==> config.mk <==
export PLATFORM = sky130hd
export DESIGN_NAME = acr_config
export DESIGN_NICKNAME = d
export VERILOG_FILES = /design/src/rtl/acr_pkg.sv /design/src/rtl/acr_config.sv
export SDC_FILE = /design/constraint.sdc
export NUM_CORES = 1
export LEC_CHECK = 0
export BUFFER_PORTS_ARGS = -buffer_cell sky130_fd_sc_hd__buf_2
export CORE_ASPECT_RATIO = 0.7
export CORE_UTILIZATION = 30
export DETAILED_ROUTE_END_ITERATION = 7
export PLACE_DENSITY = 0.46
export SLEW_MARGIN = 20
export SYNTH_ARGS = -nofsm -noshare
export SYNTH_HDL_FRONTEND = slang
export SYNTH_SLANG_ARGS = --single-unit
export TNS_END_PERCENT = 100
==> constraint.sdc <==
create_clock -name mclk_in -period 6.1 [get_ports mclk_in]
set_input_delay 0.915 -clock mclk_in [delete_from_list [all_inputs] [get_ports mclk_in]]
set_output_delay 0.915 -clock mclk_in [all_outputs]
set_load 0.005 [all_outputs]
==> src/rtl/acr_pkg.sv <==
// Purpose: constants and types of the audio route, trim and fault block
// Assumes: 200 MHz mclk, classic Wishbone register access
// Notes on behaviour
// - writing zero to trim selects factory trim
// - trim done flag reads in bit six
// - factory trim bit resets one, zero selects
// - stage fault resets stage, halts all outputs
// - wait programmed period, then restart stage
// - period code table, default 299 ms
// - period written once, valid codes only
// - bits 23 and 19 pick modulation scheme
// - channel 1 source: left, right, zero
// - channel 2 source, same codes, right default
// - channel 4 source: half sum or left
// - any internal channel to any pin
// - crossbar fields at 20, 16, 12, 8
// - field value is channel number minus one
// - crossbar resets to 1, 3, 2, 4
package acr_pkg;
    localparam int unsigned CLK_MHZ = 200;
    localparam int unsigned CLK_KHZ = CLK_MHZ * 1000;

    // register indices, byte address is four times the index
    localparam logic [5:0] IDX_TRIM     = 6'h1B;
    localparam logic [5:0] IDX_FAULT    = 6'h1C;
    localparam logic [5:0] IDX_ROUTE    = 6'h20;
    localparam logic [5:0] IDX_CH4      = 6'h21;
    localparam logic [5:0] IDX_XBAR     = 6'h25;
    localparam logic [5:0] IDX_IRQ_ST   = 6'h30;
    localparam logic [5:0] IDX_IRQ_MASK = 6'h31;

    localparam int         TRIM_DONE_BIT = 6;
    localparam int         TRIM_FAC_BIT  = 1;
    localparam logic [3:0] FAULT_RST     = 4'h2;
    localparam logic [3:0] FAULT_MIN     = 4'h2;
    localparam logic [3:0] FAULT_LAST    = 4'h8;

    localparam logic [31:0] ROUTE_RST = 32'h0001_7772;
    localparam int          CH1_MOD   = 23;
    localparam int          CH1_SRC   = 20;
    localparam int          CH2_MOD   = 19;
    localparam int          CH2_SRC   = 16;
    localparam logic [2:0]  SRC_LEFT  = 3'h0;
    localparam logic [2:0]  SRC_RIGHT = 3'h1;
    localparam logic [2:0]  SRC_ZERO  = 3'h6;

    localparam logic [31:0] CH4_RST = 32'h0000_4303;
    localparam int          CH4_SRC = 8;

    localparam logic [31:0] XBAR_RST = 32'h0102_1345;
    localparam int          XBAR_LSB [4] = '{20, 16, 12, 8};

    localparam int IRQ_W       = 4;
    localparam int IRQ_TRIM    = 0;
    localparam int IRQ_FAULT   = 1;
    localparam int IRQ_RESTART = 2;
    localparam int IRQ_REFUSED = 3;

    // retry period in ms for codes 2 .. 10, then every higher code
    localparam logic [10:0] PERIOD_MS [9] = '{11'd299, 11'd449, 11'd598,
        11'd748, 11'd898, 11'd1047, 11'd1197, 11'd1346, 11'd1496};

    typedef struct packed {
        logic       ch1_mod;
        logic [2:0] ch1_src;
        logic       ch2_mod;
        logic [2:0] ch2_src;
        logic [1:0] ch4_src;
    } acr_route_t;

    typedef enum logic [1:0] {
        F_RUN     = 2'b00,
        F_HALT    = 2'b01,
        F_RESTART = 2'b10
    } acr_fault_st_t;
endpackage

==> src/rtl/acr_config.sv <==
// Purpose: register bank for trim, fault retry, routing and output crossbar
// Assumes: pwm_in is on mclk_in, fault input is asynchronous
// Notes: registers sit at four times their index on the bus
`timescale 1ns/1ps
`default_nettype none
module acr_config
    import acr_pkg::*;
#(
    parameter int unsigned CYC_PER_MS  = CLK_KHZ,
    parameter int unsigned TRIM_CYCLES = 16
) (
    // clock, reset, enable
    input  wire logic        mclk_in,
    input  wire logic        rst_in,
    input  wire logic        ce_in,
    // wishbone slave
    input  wire logic [7:0]  wb_adr_in,
    input  wire logic [31:0] wb_dat_in,
    input  wire logic [3:0]  wb_sel_in,
    input  wire logic        wb_we_in,
    input  wire logic        wb_cyc_in,
    input  wire logic        wb_stb_in,
    output logic      [31:0] wb_dat_out,
    output logic             wb_ack_out,
    // power stage and channels
    input  wire logic        power_stage_fault_in,
    input  wire logic [3:0]  pwm_in,
    output logic      [3:0]  pwm_pins_out,
    output logic             stage_reset_out,
    // configuration
    output var acr_route_t   route_out,
    output logic             factory_trim_sel_out,
    output logic             trim_done_out,
    output logic             irq_out
);
    logic [3:0][1:0] xbar_r;
    logic [31:0]     rd_word;
    logic [31:0]     nw;
    logic [5:0]      idx;
    logic            wr_en;
    logic            fac_dis_r;
    logic            trim_busy_r;
    logic            trim_done_r;
    logic [15:0]     trim_cnt_r;
    logic [3:0]      fcode_r;
    logic            fwritten_r;
    logic [2:0]      sync_r;
    logic            fault_lvl_r;
    logic [31:0]     fcnt_r;
    acr_fault_st_t   fst_r;
    acr_fault_st_t   fst_nxt;
    logic [IRQ_W-1:0] irq_st_r;
    logic [IRQ_W-1:0] irq_mask_r;
    logic [IRQ_W-1:0] irq_set;
    logic            f_ok;

    function automatic logic [31:0] wmerge(input logic [31:0] o,
                                           input logic [31:0] d,
                                           input logic [3:0]  s);
        logic [31:0] r;
        r = o;
        for (int i = 0; i < 4; i++) begin
            if (s[i]) begin
                r[i*8 +: 8] = d[i*8 +: 8];
            end
        end
        return r;
    endfunction

    function automatic logic [3:0] xbar_map(input logic [3:0]      p,
                                            input logic [3:0][1:0] x);
        logic [3:0] r;
        r = '0;
        for (int i = 0; i < 4; i++) begin
            r[i] = p[x[i]];
        end
        return r;
    endfunction

    function automatic logic src_ok(input logic [2:0] c);
        return (c == SRC_LEFT) || (c == SRC_RIGHT) || (c == SRC_ZERO);
    endfunction

    function automatic logic [31:0] period_cyc(input logic [3:0] c);
        logic [3:0] k;
        k = c - FAULT_MIN;
        if (k > FAULT_LAST) begin
            k = FAULT_LAST;
        end
        return 32'(PERIOD_MS[k]) * 32'(CYC_PER_MS);
    endfunction

    // register read mux
    assign idx = wb_adr_in[7:2];
    always_comb begin
        rd_word = '0;
        case (idx)
            IDX_TRIM: begin
                rd_word[TRIM_DONE_BIT] = trim_done_r;
                rd_word[TRIM_FAC_BIT]  = fac_dis_r;
            end
            IDX_FAULT: rd_word[3:0] = fcode_r;
            IDX_ROUTE: begin
                rd_word = ROUTE_RST;
                rd_word[CH1_MOD]      = route_out.ch1_mod;
                rd_word[CH1_SRC +: 3] = route_out.ch1_src;
                rd_word[CH2_MOD]      = route_out.ch2_mod;
                rd_word[CH2_SRC +: 3] = route_out.ch2_src;
            end
            IDX_CH4: begin
                rd_word = CH4_RST;
                rd_word[CH4_SRC +: 2] = route_out.ch4_src;
            end
            IDX_XBAR: begin
                rd_word = XBAR_RST;
                for (int i = 0; i < 4; i++) begin
                    rd_word[XBAR_LSB[i] +: 2] = xbar_r[i];
                end
            end
            IDX_IRQ_ST: rd_word[IRQ_W-1:0] = irq_st_r;
            IDX_IRQ_MASK: rd_word[IRQ_W-1:0] = irq_mask_r;
            default: rd_word = '0;
        endcase
    end

    // writes commit at the edge where the master samples ack
    assign wr_en = wb_cyc_in & wb_stb_in & wb_we_in & wb_ack_out;
    assign nw    = wmerge(rd_word, wb_dat_in, wb_sel_in);
    assign f_ok  = !fwritten_r && (nw[7:4] == 4'h0)
                   && (nw[3:0] >= FAULT_MIN);

    // bus handshake
    always_ff @(posedge mclk_in) begin
        if (rst_in) begin
            wb_ack_out <= 1'b0;
            wb_dat_out <= '0;
        end else if (ce_in) begin
            wb_ack_out <= wb_cyc_in & wb_stb_in & !wb_ack_out;
            if (wb_cyc_in & wb_stb_in & !wb_ack_out) begin
                wb_dat_out <= wb_we_in ? 32'h0000_0000 : rd_word;
            end
        end
    end

    // oscillator trim
    always_ff @(posedge mclk_in) begin
        if (rst_in) begin
            fac_dis_r   <= 1'b1;
            factory_trim_sel_out <= 1'b0;
            trim_busy_r <= 1'b0;
            trim_done_r <= 1'b0;
            trim_cnt_r  <= '0;
        end else if (ce_in) begin
            if (wr_en && idx == IDX_TRIM && wb_sel_in[0]) begin
                fac_dis_r   <= nw[TRIM_FAC_BIT];
                factory_trim_sel_out <= !nw[TRIM_FAC_BIT];
                trim_busy_r <= 1'b1;
                trim_done_r <= 1'b0;
                trim_cnt_r  <= 16'(TRIM_CYCLES);
            end else if (trim_busy_r) begin
                trim_cnt_r <= trim_cnt_r - 16'h0001;
                if (trim_cnt_r <= 16'h0001) begin
                    trim_busy_r <= 1'b0;
                    trim_done_r <= 1'b1;
                end
            end
        end
    end

    // fault period register, one accepted write per reset
    always_ff @(posedge mclk_in) begin
        if (rst_in) begin
            fcode_r    <= FAULT_RST;
            fwritten_r <= 1'b0;
        end else if (ce_in) begin
            if (wr_en && idx == IDX_FAULT && wb_sel_in[0] && f_ok) begin
                fcode_r    <= nw[3:0];
                fwritten_r <= 1'b1;
            end
        end
    end

    // routing and channel 4 source
    always_ff @(posedge mclk_in) begin
        if (rst_in) begin
            route_out.ch1_mod <= ROUTE_RST[CH1_MOD];
            route_out.ch1_src <= ROUTE_RST[CH1_SRC +: 3];
            route_out.ch2_mod <= ROUTE_RST[CH2_MOD];
            route_out.ch2_src <= ROUTE_RST[CH2_SRC +: 3];
            route_out.ch4_src <= CH4_RST[CH4_SRC +: 2];
        end else if (ce_in) begin
            if (wr_en && idx == IDX_ROUTE) begin
                route_out.ch1_mod <= nw[CH1_MOD];
                route_out.ch2_mod <= nw[CH2_MOD];
                if (src_ok(nw[CH1_SRC +: 3])) begin
                    route_out.ch1_src <= nw[CH1_SRC +: 3];
                end
                if (src_ok(nw[CH2_SRC +: 3])) begin
                    route_out.ch2_src <= nw[CH2_SRC +: 3];
                end
            end
            if (wr_en && idx == IDX_CH4) begin
                route_out.ch4_src <= nw[CH4_SRC +: 2];
            end
        end
    end

    // output crossbar selects
    always_ff @(posedge mclk_in) begin
        if (rst_in) begin
            for (int i = 0; i < 4; i++) begin
                xbar_r[i] <= XBAR_RST[XBAR_LSB[i] +: 2];
            end
        end else if (ce_in) begin
            if (wr_en && idx == IDX_XBAR) begin
                for (int i = 0; i < 4; i++) begin
                    xbar_r[i] <= nw[XBAR_LSB[i] +: 2];
                end
            end
        end
    end

    // fault input synchroniser
    always_ff @(posedge mclk_in) begin
        if (rst_in) begin
            sync_r      <= '0;
            fault_lvl_r <= 1'b0;
        end else if (ce_in) begin
            sync_r <= {sync_r[1:0], power_stage_fault_in};
            if (sync_r[1] == sync_r[2]) begin
                fault_lvl_r <= sync_r[2];
            end
        end
    end

    // fault recovery sequence
    always_comb begin
        fst_nxt = fst_r;
        case (fst_r)
            F_RUN: begin
                if (fault_lvl_r) begin
                    fst_nxt = F_HALT;
                end
            end
            F_HALT: begin
                if (fcnt_r == 32'h0000_0000) begin
                    fst_nxt = F_RESTART;
                end
            end
            F_RESTART: fst_nxt = F_RUN;
            default: fst_nxt = F_RUN;
        endcase
    end

    always_ff @(posedge mclk_in) begin
        if (rst_in) begin
            fst_r           <= F_RUN;
            fcnt_r          <= '0;
            stage_reset_out <= 1'b0;
            pwm_pins_out    <= '0;
        end else if (ce_in) begin
            fst_r <= fst_nxt;
            if (fst_r == F_RUN) begin
                fcnt_r <= period_cyc(fcode_r);
            end else if (fcnt_r != 32'h0000_0000) begin
                fcnt_r <= fcnt_r - 32'h0000_0001;
            end
            stage_reset_out <= (fst_nxt == F_HALT);
            pwm_pins_out <= (fst_nxt == F_HALT) ? 4'h0
                            : xbar_map(pwm_in, xbar_r);
        end
    end

    // interrupt status, mask and output
    always_comb begin
        irq_set = '0;
        irq_set[IRQ_TRIM]    = trim_busy_r && trim_cnt_r <= 16'h0001
                               && !(wr_en && idx == IDX_TRIM && wb_sel_in[0]);
        irq_set[IRQ_FAULT]   = (fst_r == F_RUN) && (fst_nxt == F_HALT);
        irq_set[IRQ_RESTART] = (fst_r == F_RESTART);
        irq_set[IRQ_REFUSED] = wr_en && idx == IDX_FAULT
                               && wb_sel_in[0] && !f_ok;
    end

    always_ff @(posedge mclk_in) begin
        if (rst_in) begin
            irq_st_r   <= '0;
            irq_mask_r <= '0;
            irq_out    <= 1'b0;
        end else if (ce_in) begin
            if (wr_en && idx == IDX_IRQ_ST && wb_sel_in[0]) begin
                irq_st_r <= (irq_st_r & ~wb_dat_in[IRQ_W-1:0]) | irq_set;
            end else begin
                irq_st_r <= irq_st_r | irq_set;
            end
            if (wr_en && idx == IDX_IRQ_MASK && wb_sel_in[0]) begin
                irq_mask_r <= wb_dat_in[IRQ_W-1:0];
            end
            irq_out <= |(irq_st_r & irq_mask_r);
        end
    end

    assign trim_done_out        = trim_done_r;
endmodule
`default_nettype wire

# Yosys cells after proc, flatten, opt, wreduce, memory -nomap -nowiden
# Memory sizes are Yosys's and may differ from the RTL's.
# Cells that the tools add are included.
[op_classes]
bitwise_logic = 10
magnitude_cmp = 8
n_eq_ne = 15
n_mul = 1
add_sub_neg = 3
n_mux = 39
n_reduce_logical = 53
[ops]
columns = ["cell", "n"]
rows = [
  ["$mux 32", 2],
  ["$pmux 18 s3", 1],
  ["$logic_not 32->1", 1],
  ["$mux 16", 2],
  ["$reduce_bool 32->1", 1],
  ["$sub 32x1->32 const B", 1],
  ["$eq 6x6->1 const B", 5],
  ["$mux 25", 1],
  ["$mux 4", 6],
  ["$mul 11x12->23 const B", 1],
  ["$mux 11", 2],
  ["$reduce_and 2->1", 10],
  ["$logic_and 1x1->1", 18],
  ["$le 16x1->1 const B", 1],
  ["$mux 8", 2],
  ["$sub 16x1->16 const B", 1],
  ["$eq 6x5->1 const B", 2],
  ["$lt 2x3->1 const B", 4],
  ["$mux 1", 10],
  ["$reduce_and 3->1", 3],
  ["$and 4x4->4", 2],
  ["$bmux 1 s2", 4],
  ["$or 4x4->4", 2],
  ["$pmux 2 s4", 1],
  ["other kinds (26)", 46],
]
[totals]
romBits = 176
memories = 1
ff_bits = 128
[memory_table]
columns = ["name", "words", "width", "read_ports", "rd_ports_with_merged_regs", "wr", "line", "source"]
rows = [
  ["(no name shown)", 16, 11, 1, 0, 0, "acr_config.sv:90", "return 32'(PERIOD_MS[k]) * 32'(CYC_PER_MS);"],
]

# Longest topological paths before layout
[logic_depth]
depth_word = 12
ltp_mapped = 25

# Worst setup path before layout
# OpenSTA, ideal clock, no wires.
[synth_timing]
path_type = "reg2reg"
startpoint = "register fcode_r[1]"
endpoint = "register fcnt_r[24]"
slack_ns = 0.440
n_path_buf = 0
setup_ns = 0.092
required_ns = 6.008
arrival_ns = 5.568
stages_incl_launch_ff = 24
path_cell_list = "dfxtp_1 > inv_1 > ha_1 > xnor2_2 > nand2_1 > ha_1 > and2_1 > a21o_1 > inv_1 > nand2_1 > fa_1 > inv_1 > fa_1 > fa_1 > inv_1 > fa_1 > inv_1 > ha_1 > and3b_1 > a311oi_1 > o31a_1 > mux2i_1 > a21oi_1 > nor4_1"
[synth_via]
elab_chain_len = 12
[synth_lines]
columns = ["item", "line", "source"]
rows = [
  ["from (decl)", "acr_config.sv:45", "logic [3:0] fcode_r;"],
  ["from (signal assigned)", "acr_config.sv:177", "fcode_r <= nw[3:0];"],
  ["$sub 4x2->4 *", "acr_config.sv:86", "k = c - FAULT_MIN;"],
  ["$gt 4x4->1", "acr_config.sv:87", "if (k > FAULT_LAST) begin"],
  ["$mux 4 *", "acr_config.sv:87", ""],
  ["$mux 4 *", "acr_config.sv:263", "if (fst_r == F_RUN) begin"],
  ["$mux 4 *", "acr_config.sv:261", "end else if (ce_in) begin"],
  ["$mux 4 *", "acr_config.sv:256", "if (rst_in) begin"],
  ["$not 4->5 (not written as such) *", "acr_config.sv:90", ""],
  ["$mem_v2 16x11 *", "-", ""],
  ["$mux 11 (not written as such) * (2 in series)", "acr_config.sv:90", ""],
  ["$mul 11x12->23 *", "acr_config.sv:90", ""],
  ["$mux 32 *", "acr_config.sv:263", ""],
  ["to (signal assigned)", "acr_config.sv:264", "fcnt_r <= period_cyc(fcode_r);"],
  ["to (signal assigned)", "acr_config.sv:266", "fcnt_r <= fcnt_r - 32'h0000_0001;"],
  ["to (decl)", "acr_config.sv:49", "logic [31:0] fcnt_r;"],
]
# Every way passes the cells marked *; elsewhere a longest branch is shown, timed or not. The select of a mux whose other input is x is not followed.
# A chain may end at the register's enable or synchronous reset.

# Worst setup path after layout
[layout_timing]
startpoint = "register fcode_r[1]"
endpoint = "register fcnt_r[21]"
# The elaborated chain is that of the path after synthesis.

==> summary.txt <==
Setup path
  • Maximum fanout count along the critical path: 4
  • Startpoint type of the worst setup path: flop
  • Arrival time at the worst endpoint: 6050 ps
  • Slowest cell on the critical path: sky130_fd_sc_hd__fa_1
  • CP top delay family: adder cells
  • Number of buffers and inverters on the critical path: 7
  • WS Path Type: flop to flop
  • Critical path's largest stage delay: 530 ps
  • Required @ worst endpoint: 6430 ps
  • Cell seen most often among critical-path stages: sky130_fd_sc_hd__inv_1
  • CP endpoint kind: flop

Final layout
  • Fillcell total: 2796
  • Synth-to-layout area growth: 16.9%
  • Inserted Diodes: 0
  • # nets final: 1206
  • Total area of multi-input combinational cells: 5360 sq um
  • Design Area, Final: 9530 sq um
  • Final cell utilization of the core: 0.357
  • Sequential cell area: 2320 sq um
  • Share of cells above drive strength 1: 0.163

Synthesis
  • Number of synthesized register bits: 116
  • Post-synth ARST share: 0
  • Average cell area after synthesis: 8.30 sq um
  • Portion of the post-synthesis area used by sequential elements: 0.285
  • Number of synthesized flops with an enable pin: 0
  • Prevailing post-synth register cell: sky130_fd_sc_hd__dfxtp_1
  • Summed instance area of the synthesized netlist: 8160 sq um
  • Cell count after synthesis: 983
  • Count of different cell masters after synthesis: 86
  • Yosys synthesis warning count: 0

Pwr
  • Worst IR Drop VDD: 0.000207 V
  • Leakage power summed over all cells: 4.17 nW
  • Power per cell area: 206 nW/um^2

CTS
  • Clock slew seen by the registers of the worst setup and hold paths: 60 ps
  • Number of hold-repair buffers added at the cts stage: 0
  • Clock tree from TritonCTS: done
  • Number of buffers added by the clock tree synthesis step: 17
  • Clock latency at the later pin of the worst-skew pair: 430 ps
  • Total number of H-tree levels: 4
  • Clock Path Buffers: 2
  • Clk sinks: 116
  • Cell at the root of the clock tree: sky130_fd_sc_hd__clkbuf_16

Routing
  • Post-route ant nets: 0
  • DR WL/cell: 16.9 um
  • Via count of the routed design: 7320
  • Via-to-Cell Ratio: 5.11
  • Total DRC errors in the routed layout: 0
  • Drt pass-1 iters: 5
  • Drt initial violations: 495
  • WL final: 24300 um

Timing
  • Final worst path period need: 5720 ps
  • Peak clock frequency supported by timing: 0.175 GHz
  • Post-route fraction of the period consumed by the critical path: 0.938
  • Pins over their slew limit: 0
  • Number of setup violations in the final report: 0
  • Worst Max-Slew Pin Slew: 999 ps
  • Final number of hold-violating endpoints: 0
  • Worst setup skew after layout: 11.7 ps
  • Slew headroom: 0.331

Global route
  • Via count of the first global-routing pass: 6824
  • Global-route met1 utilization: 0.301
  • Pin count of the biggest net entering global routing: 87
  • First-pass GRT wire length: 39000 um
  • Met3 layer usage reported by global route: 0.0332
  • GR peak layer: met1
  • Global Route Usage Sum: 0.180
  • Met2 track demand over resource in global routing: 0.223
  • Remaining Overflow, GRT: 0
  • Initial antenna violation count: 0

Floorplanning
  • Initial Utilization: 0.305
  • Die outline height: 140 um
  • Die width: 199 um
  • Core Area: 26700 sq um
  • Area enclosed by the die boundary: 27900 sq um
  • Standard-cell row count: 50
  • I/O pin cnt: 106

Min path
  • Classification of the worst-slack hold path: flop to flop

Place
  • Cell area after placement: 8880 sq um
  • Routability Congestion: 0.834
  • Sum of net half-perimeters after detailed placement: 18400 um
  • Port-buffer cells: 80

Run status
  • Outcome: completed

Run
  • Max-capacitance violation count: 0
worst register-to-register path: stages (launching register included):
cell and delay [ps]:
sky130_fd_sc_hd__dfxtp_2 340, sky130_fd_sc_hd__inv_1 50, sky130_fd_sc_hd__ha_1 220, sky130_fd_sc_hd__xnor2_2 170
sky130_fd_sc_hd__nand2_2 130, sky130_fd_sc_hd__inv_1 100, sky130_fd_sc_hd__ha_1 190, sky130_fd_sc_hd__o21ai_0 140
sky130_fd_sc_hd__nand2_1 140, sky130_fd_sc_hd__ha_4 300, sky130_fd_sc_hd__inv_1 50, sky130_fd_sc_hd__fa_1 490
sky130_fd_sc_hd__inv_1 50, sky130_fd_sc_hd__fa_1 420, sky130_fd_sc_hd__fa_1 520, sky130_fd_sc_hd__inv_1 50
sky130_fd_sc_hd__fa_1 530, sky130_fd_sc_hd__inv_1 40, sky130_fd_sc_hd__ha_1 330, sky130_fd_sc_hd__and3b_1 210
sky130_fd_sc_hd__a311oi_2 260, sky130_fd_sc_hd__buf_4 180, sky130_fd_sc_hd__o21ai_0 100, sky130_fd_sc_hd__xnor2_1 290
sky130_fd_sc_hd__a21oi_1 110, sky130_fd_sc_hd__o32ai_1 220
synthesized netlist by cell type (all sizes together) (14+ instances only):
cell	n	area, sq um
dfxtp	116	2320
nand2	114	428
nor2	112	420
ha	74	926
a21oi	60	300
inv	60	225
o21ai	40	211
nand3	38	195
clkbuf	30	126
nor3	29	155
buf	26	186
fa	21	420
mux2i	21	210
a22oi	20	150
xor2	18	158
xnor2	15	139
nor4	14	136
final cells by class:
| class | instances | area share |
|---|---|---|
| well taps | 364 | 0.0478 |
| multi-input cells | 757 | 0.562 |
| clock buffers | 24 | 0.0526 |
| inverters | 62 | 0.0244 |
| repair buffers | 102 | 0.0593 |
| clock inverters | 8 | 0.0102 |
| flip-flops and latches | 116 | 0.244 |
registers in the layout, indices dropped and copies added (netlist names), 2 cells and up:
signal,flops
fcnt_r,32
fcode_r,4
fst_r,2
irq_mask_r,4
irq_st_r,4
pwm_pins_out,4
route_out,10
sync_r,3
trim_cnt_r,16
wb_dat_out,20
xbar_r,8
cells by family (layout without fill, tap and decap cells):
kind of cell,Yosys count,count (layout),share of synthesized area
adders and majority gates,95,95,0.165
and+or+nand+nor,382,382,0.231
AOI/OAI and AO/OA,210,210,0.175
buffers and inverters,119,196,0.0680
DFF,116,116,0.285
xor gates and xnor gates,33,33,0.0364
other,1,10,0.000460
muxes,27,27,0.0396
metal layers:
| layer | part of all wire | vias up |
|---|---|---|
| met4 | 0.0059 | 0 |
| met2 | 0.37 | 193 |
| li1 | - | 3618 |
| met5 | 0 | - |
| met1 | 0.57 | 3497 |
| met3 | 0.047 | 12 |
layout by cell type, fill, tap and decap left out, types with 12 or more instances in the layout:
master / count
sky130_fd_sc_hd__dfxtp_1: 115
sky130_fd_sc_hd__nand2_1: 112
sky130_fd_sc_hd__nor2_1: 111
sky130_fd_sc_hd__buf_2: 80
sky130_fd_sc_hd__ha_1: 72
sky130_fd_sc_hd__a21oi_1: 60
sky130_fd_sc_hd__inv_1: 59
sky130_fd_sc_hd__nand3_1: 37
sky130_fd_sc_hd__nor3_1: 27
sky130_fd_sc_hd__o21ai_0: 26
sky130_fd_sc_hd__buf_4: 22
sky130_fd_sc_hd__mux2i_1: 21
sky130_fd_sc_hd__fa_1: 21
sky130_fd_sc_hd__a22oi_1: 20
sky130_fd_sc_hd__xor2_1: 18
sky130_fd_sc_hd__clkbuf_16: 17
sky130_fd_sc_hd__xnor2_1: 14
sky130_fd_sc_hd__o21ai_1: 13
sky130_fd_sc_hd__and3_1: 12
through the flow:
stage               TNS [ps]  power (mW)  cells  hold WS (ps)  setup WS [ps]
floorplan                  0       0.908    992           422            440
global placement           0       0.958   1400           431            247
finish                     0        1.96   1433           437            380
detailed placement         0       0.959   1400           435            176
global route           -11.2        2.04   1433           457          -11.2
CTS                        0        1.98   1432           443            140
final timing paths:
path | startpoint | end | slack [ps] | depth (start not counted)
max | fcode_r[1] | fcnt_r[21] | 380 | 25
min | pwm_pins_out[2] | pwm_pins_out[2] | 440 | 2
max reg2reg | fcode_r[1] | fcnt_r[21] | 380 | 25
min reg2reg | pwm_pins_out[2] | pwm_pins_out[2] | 440 | 2
what timing repair did:
| action | CTS | global route |
|---|---|---|
| setup buffers | 0 | 1 |
| resized for setup | 0 | 7 |
| setup endpoints to repair | 0 | 7 |
where the power goes:
part / switching [mW] / internal, mW / total (mW)
clock network: 0.366 / 0.653 / 1.02
logic: 0.110 / 0.0517 / 0.162
registers: 0.0130 / 0.770 / 0.783
total: 0.489 / 1.47 / 1.96
No activity file was read; power rests on OpenSTA's default activity.
